## config.mk

```make
export PLATFORM = sky130hd
export DESIGN_NAME = reset_controller
export DESIGN_NICKNAME = d
export VERILOG_FILES = /design/src/inc/reset_controller_pkg.sv /design/src/pin_sync.sv /design/src/reset_controller.sv
export VERILOG_INCLUDE_DIRS = /design/src /design/src/inc
export SDC_FILE = /design/constraint.sdc
export NUM_CORES = 1
export LEC_CHECK = 0
export BUFFER_PORTS_ARGS = -buffer_cell sky130_fd_sc_hd__buf_2
export CAP_MARGIN = 20
export CORE_MARGIN = 2
export CORE_UTILIZATION = 55
export CTS_BUF_LIST = sky130_fd_sc_hd__clkbuf_16
export DETAILED_ROUTE_END_ITERATION = 12
export PLACE_DENSITY_LB_ADDON = 0.08
export SLEW_MARGIN = 25
export SYNTH_ARGS = -nofsm -noshare
export SYNTH_HDL_FRONTEND = slang
export SYNTH_SLANG_ARGS = --single-unit
```

## constraint.sdc

```tcl
create_clock -name clk_sys -period 3.9 [get_ports clk_sys]
set_input_delay 0.195 -clock clk_sys [delete_from_list [all_inputs] [get_ports clk_sys]]
set_output_delay 0.195 -clock clk_sys [all_outputs]
set_load 0.02 [all_outputs]
```

## src/inc/reset_controller_params.svh

```systemverilog
/*
 * constants of the reset controller: register indices, field positions,
 * reset values and timing counts.
 * assumes a 40 MHz system clock and a 32-bit register bus.
 */
// Notes on behaviour
// - enabled reset pin holds reset while low
// - watchdog time-out request issues device reset
// - software trigger write starts reset immediately
// - software trigger bit always reads zero
// - debug reset request only from debug port
// - all resets reload fuses; debug logic power-only
// - internal initialization after all sources release
// - start-up time added only after power resets
// - start-up memory scan extends initialization
// - works in active and every sleep mode
// - write without unlock leaves register unchanged
// - software trigger guarded by io register key
// - cause flags clear on one, zero ignored
// - power-on clears all flags but power-on flag
// - no other flag until full boot completes
// - flag bits: debug5 sw4 wdt3 ext2 bod1 por0
// - unused brown-out forced to minimum level
// - some sources need fuse or software enable
`ifndef RESET_CONTROLLER_PARAMS_SVH
`define RESET_CONTROLLER_PARAMS_SVH

// ************************************************************
// register map
// ************************************************************
`define IDX_CAUSE_FLAGS 6'h00
`define IDX_SW_TRIGGER 6'h01
`define FLAG_DEBUG_BIT 5
`define FLAG_SW_BIT 4
`define FLAG_WDT_BIT 3
`define FLAG_EXT_BIT 2
`define FLAG_BOD_BIT 1
`define FLAG_POR_BIT 0
`define FLAGS_WIDTH 6
`define FLAGS_POR_VALUE 6'h01
`define SW_TRIGGER_BIT 0

// ************************************************************
// fuse encodings
// ************************************************************
`define SCAN_SRC_NONE 2'h3
`define BOD_LEVEL_MIN 3'h0

// ************************************************************
// timing
// ************************************************************
`define CLK_PERIOD_NS 25
`define SUT_UNIT_US 1000
`define SUT_UNIT_CYCLES ((`SUT_UNIT_US * 1000) / `CLK_PERIOD_NS)
`define INIT_TIME_NS 50
`define INIT_CYCLES ((`INIT_TIME_NS + `CLK_PERIOD_NS - 1) / `CLK_PERIOD_NS)

`endif

```

## src/inc/reset_controller_pkg.sv

```systemverilog
/*
 * types of the reset controller: sequence states and state records.
 * assumes reset_controller_params.svh for all numbers.
 */
package reset_controller_pkg;

    // ************************************************************
    // reset sequence states
    // ************************************************************
    typedef enum logic [5:0] {
        ST_HOLD = 6'b000001,
        ST_FUSE = 6'b000010,
        ST_SUT = 6'b000100,
        ST_SCAN = 6'b001000,
        ST_INIT = 6'b010000,
        ST_RUN = 6'b100000
    } seq_state_t;

    // ************************************************************
    // state of the controller
    // ************************************************************
    typedef struct packed {
        seq_state_t st;
        logic [31:0] cnt;
        logic power_rst;
        logic boot_done;
        logic [5:0] flags;
        logic ap_valid;
        logic ap_write;
        logic [5:0] ap_index;
        logic [31:0] rdata;
    } ctrl_state_t;

endpackage

```

## src/pin_sync.sv

```systemverilog
/*
 * two-stage synchroniser for a group of asynchronous inputs.
 * assumes one clock; idle value of each input given by a parameter.
 */
`timescale 1ns/1ps
module pin_sync #(
    parameter int WIDTH = 1,
    parameter logic [WIDTH-1:0] IDLE = '0
) (
    input wire logic clk_sys,
    input wire logic reset_n,
    input wire logic [WIDTH-1:0] async_in,
    output logic [WIDTH-1:0] sync_out
);

    // ************************************************************
    // state
    // ************************************************************
    typedef struct packed {
        logic [WIDTH-1:0] meta;
        logic [WIDTH-1:0] stable;
    } sync_state_t;

    sync_state_t state_reg;
    sync_state_t state_next;

    always_comb begin
        state_next = state_reg;
        state_next.meta = async_in;
        state_next.stable = state_reg.meta;
    end

    always_ff @(posedge clk_sys or negedge reset_n) begin
        if (!reset_n) begin
            state_reg <= {IDLE, IDLE};
        end else begin
            state_reg <= state_next;
        end
    end

    assign sync_out = state_reg.stable;

endmodule

```

## src/reset_controller.sv

```systemverilog
/*
 * reset controller: merges power and user reset sources, runs the
 * fuse reload, start-up delay, memory scan and initialization phases,
 * records the cause and offers a protected software trigger on ahb-lite.
 * assumes reset_n is the power-on reset; pins and the debug port are
 * asynchronous; watchdog request and unlock window come on clk_sys.
 */
// Decided for this implementation: the AHB-Lite slave port.
`timescale 1ns/1ps
`include "reset_controller_params.svh"
module reset_controller #(
    parameter int SUT_UNIT_CYCLES = `SUT_UNIT_CYCLES,
    parameter int INIT_CYCLES = `INIT_CYCLES
) (
    input wire logic clk_sys,
    input wire logic reset_n,
    input wire logic hsel,
    input wire logic [31:0] haddr,
    input wire logic [1:0] htrans,
    input wire logic hwrite,
    input wire logic [2:0] hsize,
    input wire logic hready,
    input wire logic [31:0] hwdata,
    output logic hreadyout,
    output logic hresp,
    output logic [31:0] hrdata,
    input wire logic ext_reset_pin_n,
    input wire logic reset_pin_function_fuse,
    input wire logic bod_reset_req,
    input wire logic bod_used_fuse,
    input wire logic [2:0] bod_level_fuse,
    output logic [2:0] bod_level,
    input wire logic wdt_reset_req,
    input wire logic debug_port_reset_req,
    input wire logic io_register_unlocked,
    input wire logic [2:0] startup_time_fuse,
    input wire logic [1:0] startup_scan_source_fuse,
    output logic fuse_reload_req,
    input wire logic fuse_reload_done,
    output logic scan_start_req,
    input wire logic scan_done,
    output logic sys_reset_n,
    output logic debug_reset_n
);

    // ************************************************************
    // helpers
    // ************************************************************
    function automatic logic [31:0] sut_cycles(input logic [2:0] code);
        logic [31:0] unit;
        unit = 32'(SUT_UNIT_CYCLES);
        if (code == 3'h0) begin
            sut_cycles = 32'h0000_0000;
        end else begin
            sut_cycles = unit << (code - 3'h1);
        end
    endfunction

    function automatic logic [31:0] countdown(input logic [31:0] value);
        if (value == 32'h0000_0000) begin
            countdown = 32'h0000_0000;
        end else begin
            countdown = value - 32'h0000_0001;
        end
    endfunction

    // ************************************************************
    // input synchronisation
    // ************************************************************
    logic [2:0] pins_sync;
    logic ext_pin_n_s;
    logic bod_req_s;
    logic debug_req_s;

    pin_sync #(
        .WIDTH(3),
        .IDLE(3'h4)
    ) u_pin_sync (
        .clk_sys(clk_sys),
        .reset_n(reset_n),
        .async_in({ext_reset_pin_n, bod_reset_req, debug_port_reset_req}),
        .sync_out(pins_sync)
    );

    assign ext_pin_n_s = pins_sync[2];
    assign bod_req_s = pins_sync[1];
    assign debug_req_s = pins_sync[0];

    // ************************************************************
    // state
    // ************************************************************
    reset_controller_pkg::ctrl_state_t state_reg;
    reset_controller_pkg::ctrl_state_t state_next;

    logic wr_flags;
    logic wr_trigger;
    logic ext_req;
    logic sw_req;
    logic any_req;
    logic scan_enabled;
    logic [5:0] causes;
    logic [5:0] flag_clear;
    logic ap_take;

    always_comb begin
        // data-phase write decode
        wr_flags = state_reg.ap_valid && state_reg.ap_write
            && (state_reg.ap_index == `IDX_CAUSE_FLAGS);
        wr_trigger = state_reg.ap_valid && state_reg.ap_write
            && (state_reg.ap_index == `IDX_SW_TRIGGER);
        ext_req = reset_pin_function_fuse && !ext_pin_n_s;
        // trigger only takes effect inside the unlock window
        sw_req = wr_trigger && hwdata[`SW_TRIGGER_BIT]
            && io_register_unlocked;
        // debug request has no path from the bus side
        any_req = ext_req || bod_req_s || wdt_reset_req || debug_req_s
            || sw_req;
        scan_enabled = (startup_scan_source_fuse != `SCAN_SRC_NONE);
        causes = 6'h00;
        causes[`FLAG_DEBUG_BIT] = debug_req_s;
        causes[`FLAG_SW_BIT] = sw_req;
        causes[`FLAG_WDT_BIT] = wdt_reset_req;
        causes[`FLAG_EXT_BIT] = ext_req;
        causes[`FLAG_BOD_BIT] = bod_req_s;
        flag_clear = wr_flags ? hwdata[5:0] : 6'h00;
        ap_take = hsel && hready && htrans[1];
    end

    always_comb begin
        state_next = state_reg;

        // ********************************************************
        // bus address phase
        // ********************************************************
        state_next.ap_valid = ap_take;
        state_next.ap_write = hwrite;
        state_next.ap_index = haddr[7:2];
        if (ap_take && !hwrite) begin
            state_next.rdata = 32'h0000_0000;
            if (haddr[7:2] == `IDX_CAUSE_FLAGS && haddr[31:8] == 24'h00_0000) begin
                state_next.rdata[5:0] = state_reg.flags;
            end
            // software trigger reads as zero
        end

        // ********************************************************
        // cause flags: clear first so a new cause wins
        // ********************************************************
        state_next.flags = state_reg.flags & ~flag_clear;
        if (state_reg.boot_done) begin
            state_next.flags = state_next.flags | causes;
        end

        // ********************************************************
        // reset sequence
        // ********************************************************
        if (any_req) begin
            state_next.st = reset_controller_pkg::ST_HOLD;
            state_next.cnt = 32'h0000_0000;
            if (bod_req_s) begin
                state_next.power_rst = 1'b1;
            end
        end else begin
            unique case (state_reg.st)
                reset_controller_pkg::ST_HOLD: begin
                    state_next.st = reset_controller_pkg::ST_FUSE;
                end
                reset_controller_pkg::ST_FUSE: begin
                    if (fuse_reload_done) begin
                        state_next.st = reset_controller_pkg::ST_SUT;
                        state_next.cnt = state_reg.power_rst
                            ? sut_cycles(startup_time_fuse) : 32'h0000_0000;
                    end
                end
                reset_controller_pkg::ST_SUT: begin
                    if (state_reg.cnt == 32'h0000_0000) begin
                        if (scan_enabled) begin
                            state_next.st = reset_controller_pkg::ST_SCAN;
                        end else begin
                            state_next.st = reset_controller_pkg::ST_INIT;
                            state_next.cnt = 32'(INIT_CYCLES - 1);
                        end
                    end else begin
                        state_next.cnt = countdown(state_reg.cnt);
                    end
                end
                reset_controller_pkg::ST_SCAN: begin
                    if (scan_done) begin
                        state_next.st = reset_controller_pkg::ST_INIT;
                        state_next.cnt = 32'(INIT_CYCLES - 1);
                    end
                end
                reset_controller_pkg::ST_INIT: begin
                    if (state_reg.cnt == 32'h0000_0000) begin
                        state_next.st = reset_controller_pkg::ST_RUN;
                        state_next.boot_done = 1'b1;
                        state_next.power_rst = 1'b0;
                    end else begin
                        state_next.cnt = countdown(state_reg.cnt);
                    end
                end
                reset_controller_pkg::ST_RUN: begin
                    state_next.st = reset_controller_pkg::ST_RUN;
                end
                default: begin
                    state_next.st = reset_controller_pkg::ST_HOLD;
                end
            endcase
        end
    end

    // ************************************************************
    // registers: no clock gating, runs in every sleep mode
    // ************************************************************
    always_ff @(posedge clk_sys or negedge reset_n) begin
        if (!reset_n) begin
            state_reg.st <= reset_controller_pkg::ST_HOLD;
            state_reg.cnt <= 32'h0000_0000;
            state_reg.power_rst <= 1'b1;
            state_reg.boot_done <= 1'b0;
            state_reg.flags <= `FLAGS_POR_VALUE;
            state_reg.ap_valid <= 1'b0;
            state_reg.ap_write <= 1'b0;
            state_reg.ap_index <= 6'h00;
            state_reg.rdata <= 32'h0000_0000;
        end else begin
            state_reg <= state_next;
        end
    end

    // ************************************************************
    // outputs
    // ************************************************************
    assign hreadyout = 1'b1;
    assign hresp = 1'b0;
    assign hrdata = state_reg.rdata;
    assign fuse_reload_req = (state_reg.st == reset_controller_pkg::ST_FUSE);
    assign scan_start_req = (state_reg.st == reset_controller_pkg::ST_SCAN);
    assign sys_reset_n = (state_reg.st == reset_controller_pkg::ST_RUN);
    // debug logic sees only power-supply resets
    assign debug_reset_n = !(state_reg.power_rst
        && state_reg.st != reset_controller_pkg::ST_RUN);
    assign bod_level = bod_used_fuse ? bod_level_fuse : `BOD_LEVEL_MIN;

endmodule

```

# Yosys cells after proc, flatten, opt, wreduce, memory -nomap -nowiden
# Index checks and enable logic that the tools add are counted.
# totals
out_inout_bits	41
regBits	66
elab_cells	84
inputBits	91
# classes
n_bitwise	4
reduce_logical	30
addsub	2
shifts	1
muxes	20
n_eq_ne	16
# ops
op	count
32-bit two-way mux	5
32-bit case mux with 4 select lines	1
38-bit two-way mux	2
39-bit two-way mux	1
6-bit case mux with 6 select lines	1
32-bit zero test	1
16-bit by 3-bit left shift with 32-bit output (first input constant)	1
32-bit by 1-bit subtractor with 32-bit output (second input constant)	1
6-bit two-way mux	5
24-bit zero test	1
6-bit by 1-bit == test with 1-bit output (second input constant)	2
6-bit zero test	2
1-bit logical AND	11
3-bit != test (second input constant)	3
6-bit bitwise AND	1
6-bit by 2-bit == test with 1-bit output (second input constant)	1
6-bit by 3-bit == test with 1-bit output (second input constant)	1
6-bit by 4-bit == test with 1-bit output (second input constant)	1
6-bit by 5-bit == test with 1-bit output (second input constant)	1
6-bit == test (second input constant)	1
3-bit by 1-bit != test with 1-bit output (second input constant)	2
6-bit != test (second input constant)	1
6-bit NOT	1
6-bit bitwise OR	1
other kinds (17)	25

# Logic depth before layout (Yosys ltp)
# Gate-level depths: netlist of run 1.
# logic_depth
ltp_word	8
ltp_mapped	9
ltp_nobuf	8

# Cells and area by module
# Synthesis of run 1 repeated with hierarchy kept, for this count alone.
# hier_totals
cells_unflattened	454
hier_area_um2	4152.7
# modules_own_cells
mod	instances	cells_each	seq_area_each_um2	area_each_um2
reset_controller	1	448	1505.2	4000.1
pin_sync	1	6	152.6	152.6

# Worst setup path before layout of run 1
# Ideal clock, no wire load.
# synth_path
path_type	reg-to-reg
start	register state_reg[57] (netlist name)
end	register state_reg[79] (netlist name)
arrival_ns	2.257
required_time_ns	3.778
path_stages_with_launch	7
path_buffers	0
path_slack_ns	1.521
setup_ns	0.122
cell_sequence	dfrtp_1 or4_4 or3_4 or4_4 nor4_1 o22ai_1 a32o_1
# synth_via
elab_chain_len	4
# synth_lines
element	line	rtl
from (decl)	reset_controller.sv:92	reset_controller_pkg::ctrl_state_t state_reg;
from (signal assigned)	reset_controller.sv:227	state_reg <= state_next;
32-bit by 1-bit subtractor with 32-bit output / 32-bit zero test (equally long branches)	--	
32-bit two-way mux, on equally long branches	reset_controller.sv:194, reset_controller.sv:176	
32-bit case mux with 4 select lines	reset_controller.sv:164	unique case (state_reg.st)
39-bit two-way mux	reset_controller.sv:157	if (any_req) begin
# Parallel ways exist; a longest one is shown, timed or not. The select of a mux whose other input is x is not followed.
# A chain may end at the register's enable or synchronous reset.

# Worst setup path after layout of run 1
# layout_path
start	register state_reg[57] (netlist name)
end	register state_reg[63] (netlist name)
# The elaborated chain is that of the path after synthesis.

==> flow_summary.ini, run 1 <==
[run_status]
status = finished, final reports clean

[yosys]
yosys-top-cells-area = dfrtp_1 37%, buf_4 6.4%, nand2_1 3.7%, nor2_1 3.7%, o21ai_0 3.7%
synth_top_cell_by_area = dfrtp_1
synth_common_cells = 61 x dfrtp_1, 40 x nand2_1, 40 x nor2_1
synth.most_common_cell = dfrtp_1
avgSynthCellArea_um2 = 8.93
ys_async_sr_fraction_pct = 100
synth_edf_count = 0
ys_warn_count = 0
syn-cell-area_um2 = 4080
synth_cell_types = 62
synth-simple-area-share_pct = 24.2
synth_adder_area_share_pct = 2.15
ys_seq_area_share_pct = 40.6
ys_ff_latch = 66
synth_cells = 457
synthMuxAreaShare_pct = 0.490
synth_top_family_by_area = simple AND/OR/NAND/NOR gates
ys.flop_type = dfrtp_1
synth_compound_area_share_pct = 22.2
synth_top_area_share_pct = 37.4
synth_xor_area_share_pct = 0.858

[setup_path]
critPathLaunchType = flop
worstPathMaxFanout = 18
cp_data_required_time_ps = 4110
critPathArrivalTime_ps = 3320
setup.worst_path.class = reg2reg
end_kind = flop

[cts]
cts_tree = yes
clock_latency_ps = 330
clk_path_buf_depth = 2
path_clk_slew_ps = 50
ctsResizeCount = 0
post_cts_buffers = 0
cts_max_level = 3
cts.sinks = 66
cts_root_buffer = clkbuf_16
postCtsHoldBufs = 11
cts_buffers = 9

[floorplanning]
die_x_um = 90.1
rows = 31
start_util_pct = 56.6
core_area_um2 = 7210
die_height_um = 90.1
dieArea_um2 = 8130
ioPinCount = 132

[drt]
drt_iter0_drc = 287
drc = 0
dr.pass1.iters = 5
wl_mm = 10.7
vias = 3886
avgViaCountPerCell = 6.11
post_drt_wl_per_cell_um = 16.9
ant_nets = 0

[placement]
post-place-ws_ps = 920
dp_hpwl_mm = 7.44
dp_cells = 609
gp_congestion = 0.896
io_buffers = 71

[global_routing]
grt_max_degree = 36
antenna_found_initial = 0
grtUsageTotal_pct = 26.5
met1_usage_pct = 35.6
grt_pass1_vias = 3686
busiest_layer = met2
grt_pass1_wl_mm = 17.7
use_met3_pct = 5.45
met2_usage_pct = 43.2
gr-total-overflow = 0

[timing]
setup_tns_ps = 0
hold_viol_final = 0
fmax_ghz = 0.322
tightest_slew_ps = 832
timing.final.crit_share_pct = 79.6
slew_headroom_pct = 44.5
maxSlewViolCount = 0
fin_crit_ps = 3110
setup-violations-final = 0
finalClockSkew_ps = 5.78
layout_setup_ws_ps = 795
rsz0062_at_grt = false
hold_slack_ps = 59.9

[final_layout]
final_cells = 636
nNetsFinal = 630
largest_register_ffs = 54
layout-drive-gt1-share_pct = 21.6
antennaDiodeCount = 0
areaGrowthSynthToFinish_pct = 17.8

[power_and_ir_drop]
finalPower_w = 0.00163
p_per_area_nw_per_um2 = 339
p_leak_nw = 2.27
ir_drop_mv = 0.243

[worst_hold_path]
hold_path_class = in2reg

[flow_run]
maxCapViolations = 0
==> logic make-up after synthesis <==
kind of cell	count (synthesis)
AOI/OAI and AO/OA	127
xor gates and xnor gates	4
adders and majority gates	7
buffers and inverters	65
DFF	66
muxes	2
other	2
and+or+nand+nor	184
==> final cells by class <==
cell class | count | area [µm²]
Tap cell | 99 | 124
Clock buffer | 9 | 225
Timing Repair Buffer | 92 | 541
Clock inverter | 7 | 70.1
Multi-Input combinational cell | 352 | 2150
Inverter | 11 | 41.3
Fill cell | 598 | 2410
Sequential cell | 66 | 1660
==> stage by stage <==
step,util [%],area (µm²)
3_5_place_dp,60.9,4400
5_1_grt,66.6,4810
2_1_floorplan,-,4180
3_3_place_gp,60.9,4400
6_report,66.6,4810
4_1_cts,66.6,4800
==> cell usage in the layout, fill, tap and decap left out, types with 3 or more instances in the layout <==
cell type      synthesis  layout
conb_1                 2      28
a31oi_1                5       5
o21a_1                 3       3
clkbuf_16              0       9
buf_4                 35      10
and2_1                 5       5
nand4_1               10      10
nor3b_1                4       4
inv_1                 11      12
a32oi_1                3       3
ha_1                   7       7
or4_4                  4       4
nor2b_1                4       4
a311oi_1               4       4
or2_2                  4       4
or3_1                  4       4
a21o_1                 3       3
buf_2                  4      71
nor4_1                18      17
o22ai_1               10      10
dlygate4sd3_1          0      11
nand2b_1               9       9
a211oi_1               4       4
and3_1                 6       6
dfstp_2                5       5
o41ai_1                4       4
nor3_1                14      14
nand2_1               40      40
nor2_1                40      40
a32o_1                13      13
o211ai_1               4       4
clkinvlp_4             0       3
nand3_1               11      11
o21ai_0               30      29
dfrtp_1               61      61
a21oi_1               15      14
a22o_1                12      12
==> power by group <==
part	total [W]	switching [W]	leakage, nW	internal [W]
clock network	0.000791	0.000298	0.139	0.000493
registers	0.000698	0.00000397	0.879	0.000694
logic	0.000141	0.0000897	1.25	0.0000517
==> worst max-delay path, stage by stage (launching register included) <==
cell	delay, ps
dfrtp_1	430
nor4_1	650
nand4_1	200
nor4_2	480
o21a_1	660
o21ai_0	240
a32o_1	320
==> routing by layer <==
metal	up-vias	share of wire [%]
li1	1811	-
met1	1866	43
met2	191	47
met3	18	8.1
met4	0	1.4
met5	-	0
==> worst paths after layout <==
check	startpoint	slack, ps	cells after the start	to
min in group asynchronous	reset_n	480	2	state_reg[85]
min	hwdata[0]	60	2	state_reg[40]
max in group asynchronous	reset_n	2460	3	state_reg[40]
max	state_reg[57]	790	6	state_reg[63]
max reg2reg	state_reg[57]	790	6	state_reg[63]
min reg2reg	u_pin_sync.state_next[1]	350	0	u_pin_sync.sync_out[1]
No activity file was read; power rests on OpenSTA's default activity.
==> run 2, diff against run 1 <==
- CORE_UTILIZATION: 55 -> 47
- clock period: 3.9 -> 2.5 ns (I/O delays scaled with it)
==> run 2 against run 1 <==
Effect of this change: sequential cell count unchanged; routed wire length grew 0.89%; sequential share of layout area down 2.4 points; setup slack lost 770 ps; critical path type unchanged.
==> flow_summary.ini, run 2 (synthesized netlist as in run 1, its figures left out) <==
[setup_path]
cpMostUsedCell = or4_4
cp_data_required_time_ps = 2750
end_kind = flop
r2r_start = state_reg[57]
critPathLaunchType = flop
worstPathMaxFanout = 4
cp_slowest_cell = or4_4
startpoint = state_reg[57]
setup.worst_path.class = reg2reg
critPathArrivalTime_ps = 2720
crit_chain = or4_4, or4_4, or4_4, nor3_4, nand2_1, a31oi_1
critPathMaxStageDelay_ps = 560

[final_layout]
seq_area_um2 = 1660
multi_input_area_um2 = 2180
final_cell_mix = 71 x buf_2, 61 x dfrtp_1, 40 x nand2_1, 39 x nor2_1, 38 x buf_4
stdcell_area_um2 = 5170
antennaDiodeCount = 0
areaGrowthSynthToFinish_pct = 26.7
layout-drive-gt1-share_pct = 26.7
largest_register_ffs = 54
nNetsFinal = 662
final_cells = 674
layout_commonest_cell = buf_2
fill_cells = 724

[drt]
avgViaCountPerCell = 5.84
vias = 3936
drt_iter0_drc = 232
wl_mm = 10.8
dr.pass1.iters = 4
post_drt_wl_per_cell_um = 16.1
drc = 0
ant_nets = 0

[timing]
finalClockSkew_ps = 7.55
slew_headroom_pct = 46.3
setup-violations-final = 0
rsz0062_at_grt = true
hold_viol_final = 0
fin_crit_ps = 2470
tightest_slew_ps = 806
maxSlewViolCount = 0
hold_slack_ps = 60.5
timing.final.crit_share_pct = 98.9
fmax_ghz = 0.404

[floorplanning]
start_util_pct = 49.2
die_x_um = 97.2
dieArea_um2 = 9440
ioPinCount = 132
core_area_um2 = 8300
die_height_um = 97.2
rows = 33

[cts]
cts_root_buffer = clkbuf_16
clock_latency_ps = 330
path_clk_slew_ps = 60
cts.sinks = 66
cts_tree = yes
clk_path_buf_depth = 2
cts_max_level = 3
cts_buffers = 9

[placement]
gp_congestion = 0.892
dp_cells = 644
dp_hpwl_mm = 7.90
place_area_um2 = 4660
io_buffers = 71

[global_routing]
grt_pass1_vias = 3739
antenna_found_initial = 0
gr-total-overflow = 0
grtUsageTotal_pct = 23.2
grt_max_degree = 36
grt_pass1_wl_mm = 17.9

[power_and_ir_drop]
p_leak_nw = 2.47
finalPower_w = 0.00277
p_per_area_nw_per_um2 = 535
ir_drop_mv = 0.344

[flow_run]
maxCapViolations = 0

[worst_hold_path]
hold_path_class = in2reg
hp-start = hready

[run_status]
status = finished, final reports clean
run 2: cell types whose count changed in the layout (fill, tap and decap cells not counted), sizes merged:
cell         delta
buf            +31
bufinv          +2
clkinvlp        -2
clkinv          +1
dlygate4sd3     +1
inv             -1
run 2: what timing repair did:
item                                   4_1_cts  5_1_grt
resized for setup                            2        4
endpoints found under the hold margin       40        0
hold buffers                                12        0
setup buffers                                0        2
setup endpoints to repair                    2       11
pin swaps                                    0        1
run 2: critical path: cells and delay by family (launching register included):
family / cells / cell delay, ps
simple gates: 5 / 1830
compound gates: 1 / 170
flops: 1 / 390
run 2: final cells by class:
cell class	instances	area share (%)
clock buffer	9	4.35
clock inverter	7	2.30
inverter	11	0.798
multi-input combinational	352	42.1
sequential	66	32.1
tap	105	2.54
timing repair buffer	124	15.9
run 2: final timing paths:
kind / end / slack (ps) / cells after the start
max reg2reg: state_reg[71] / 30 / 6
min in group asynchronous: state_reg[83] / 430 / 2
max: state_reg[71] / 30 / 6
max in group asynchronous: state_reg[40] / 1350 / 3
min reg2reg: u_pin_sync.sync_out[1] / 350 / 0
min: state_reg[39] / 60 / 2
run 2: through the flow:
step,utilization [%],setup WS [ps],TNS (ps)
after global routing,62.3,-46.1,-93.2
final,62.3,27.3,0
after global placement,56.2,27.7,0
after floorplan,-,121,0
after CTS,61.9,25.8,0
after detailed placement,56.2,1.00,0
run 2: power by group:
group / internal, W / switching (W)
combinational: 0.0000872 / 0.000139
clock: 0.000973 / 0.000480
sequential: 0.00108 / 0.00000674
total: 0.00214 / 0.000626
run 2: layer usage:
metal | vias to the layer above | share of wire [%] | GRT usage, % | routed length (µm)
li1 | 1871 | - | - | -
met1 | 1914 | 47 | 33.1 | 5070
met2 | 139 | 46 | 36.4 | 4950
met3 | 12 | 6.2 | 4.32 | 672
met4 | 0 | 1.2 | 6.39 | 131
met5 | - | 0 | 0 | 0
==> run 3, diff against run 2 <==
- CORE_MARGIN: 2 -> 1.5
- CORE_UTILIZATION: 47 -> 55
- clock period: 2.5 -> 3.19 ns (I/O delays scaled with it)
==> run 3 against run 2 <==
Effect of this change: sequential cell count unchanged; utilization up 5.2 points; clock skew down 0.53 ps; combinational power is 23% lower; cell area shrank 5.8%.
==> flow_summary.ini, run 3 (synthesized netlist as in run 1, its figures left out) <==
[floorplanning]
ioPinCount = 132
die_height_um = 89.1
core_area_um2 = 7210
start_util_pct = 56.6
die_x_um = 89.1
dieArea_um2 = 7950
rows = 31

[power_and_ir_drop]
power_frac_clock_pct = 49.1
p_leak_nw = 2.30
p_sw_w = 0.000496
seq_power_share_pct = 42.3
intPower_w = 0.00152
p_per_area_nw_per_um2 = 414
switching_share_pct = 24.6
ir_drop_mv = 0.271
combPwrFrac_pct = 8.6

[setup_path]
critPathArrivalTime_ps = 2810
end_kind = flop
reg2reg_depth = 8
critPathLaunchType = flop
worstPathMaxFanout = 18
setup.worst_path.class = reg2reg
cp_data_required_time_ps = 3410

[placement]
gp_congestion = 0.950
dp_cells = 616
place_area_um2 = 4450
io_buffers = 71
dp_hpwl_mm = 7.70

[global_routing]
grtUsageTotal_pct = 28.5
gr-total-overflow = 0
grt_max_degree = 35
antenna_found_initial = 0
grt_pass1_wl_mm = 17.2
grt_pass1_vias = 3655

[final_layout]
final_cell_mix = 71 x buf_2, 61 x dfrtp_1, 40 x nand2_1, 40 x nor2_1, 29 x o21ai_0
layout_commonest_cell = buf_2
largest_register_ffs = 54
antennaDiodeCount = 0
final_cells = 643
layout-drive-gt1-share_pct = 22.6
areaGrowthSynthToFinish_pct = 19.3
stdcell_area_um2 = 4870
nNetsFinal = 637

[cts]
cts_root_buffer = clkbuf_16
clock_latency_ps = 330
clk_path_buf_depth = 2
cts_tree = yes
post_cts_buffers = 0
cts.sinks = 66
cts_max_level = 3
cts_buffers = 9
path_clk_slew_ps = 60

[worst_hold_path]
hold_path_class = in2reg
hold-path-cell-count = 2

[timing]
finalClockSkew_ps = 7.02
tightest_slew_ps = 763
timing.final.crit_share_pct = 81.3
hold_viol_final = 0
rsz0062_at_grt = false
fin_crit_ps = 2590
fmax_ghz = 0.385
slew_headroom_pct = 49.1
maxSlewViolCount = 0
setup-violations-final = 0
setup_tns_ps = 0

[drt]
dr.pass1.iters = 5
avgViaCountPerCell = 6.11
ant_nets = 0
drc = 0
wl_mm = 10.7
vias = 3929
drt_iter0_drc = 257
post_drt_wl_per_cell_um = 16.7

[flow_run]
maxCapViolations = 0

[run_status]
status = finished, final reports clean
-- run 3: layout make-up --
type | count | area [µm²]
Multi-Input combinational cell | 352 | 2150
Inverter | 11 | 41.3
Timing Repair Buffer | 99 | 593
Fill cell | 587 | 2340
Tap cell | 99 | 124
Sequential cell | 66 | 1660
Clock inverter | 7 | 75.1
Clock buffer | 9 | 225
-- run 3: stage by stage --
step,hold WS [ps],power (W),setup WS [ps],util [%]
3_5_place_dp,269,0.00103,489,61.7
2_1_floorplan,-136,0.000980,811,-
4_1_cts,17.8,0.00203,458,67.4
6_report,14.4,0.00202,596,67.5
5_1_grt,27.6,0.00210,389,67.5
3_3_place_gp,259,0.00103,530,61.7
-- run 3: per-layer routing --
metal / track usage, % / vias to the layer above / routed length [µm] / share of wire (%)
li1: - / 1831 / - / -
met1: 37.5 / 1864 / 4610 / 43
met2: 45.5 / 217 / 5050 / 47
met5: 0 / - / 0 / 0
met3: 6.56 / 17 / 888 / 8.3
met4: 11.5 / 0 / 197 / 1.8
-- run 3: what timing repair did --
| item | in CTS | in global routing |
|---|---|---|
| hold buffers | 11 | 0 |
| resized for setup | 0 | 0 |
| hold endpoints to repair | 39 | 0 |
-- run 3: power by group through the flow --
stage / sequential (W) / clock [W] / combinational [W]
floorplan: 0.000867 / 0 / 0.000113
global placement: 0.000868 / 0 / 0.000159
detailed placement: 0.000868 / 0 / 0.000161
CTS: 0.000854 / 0.00101 / 0.000173
global route: 0.000854 / 0.00105 / 0.000195
finish: 0.000854 / 0.000990 / 0.000174
-- run 3: critical path, stage by stage (launching register included) --
cell and delay (ps):
dfrtp_1 420, nor4_1 590, nand2_1 140, nor4_2 270
buf_4 250, o21a_1 130, buf_4 230, nor3_1 150
a32o_1 290
-- run 3: worst paths after layout --
| kind | start | endpoint | slack [ps] |
|---|---|---|---|
| min in group asynchronous | reset_n | state_reg[51] | 440 |
| worst min-delay path | hwdata[0] | state_reg[40] | 10 |
| worst max-delay path | state_reg[74] | state_reg[73] | 600 |
| max in group asynchronous | reset_n | state_reg[80] | 1950 |
| worst min register to register | u_pin_sync.state_next[1] | u_pin_sync.sync_out[1] | 360 |
| worst max register to register | state_reg[74] | state_reg[73] | 600 |
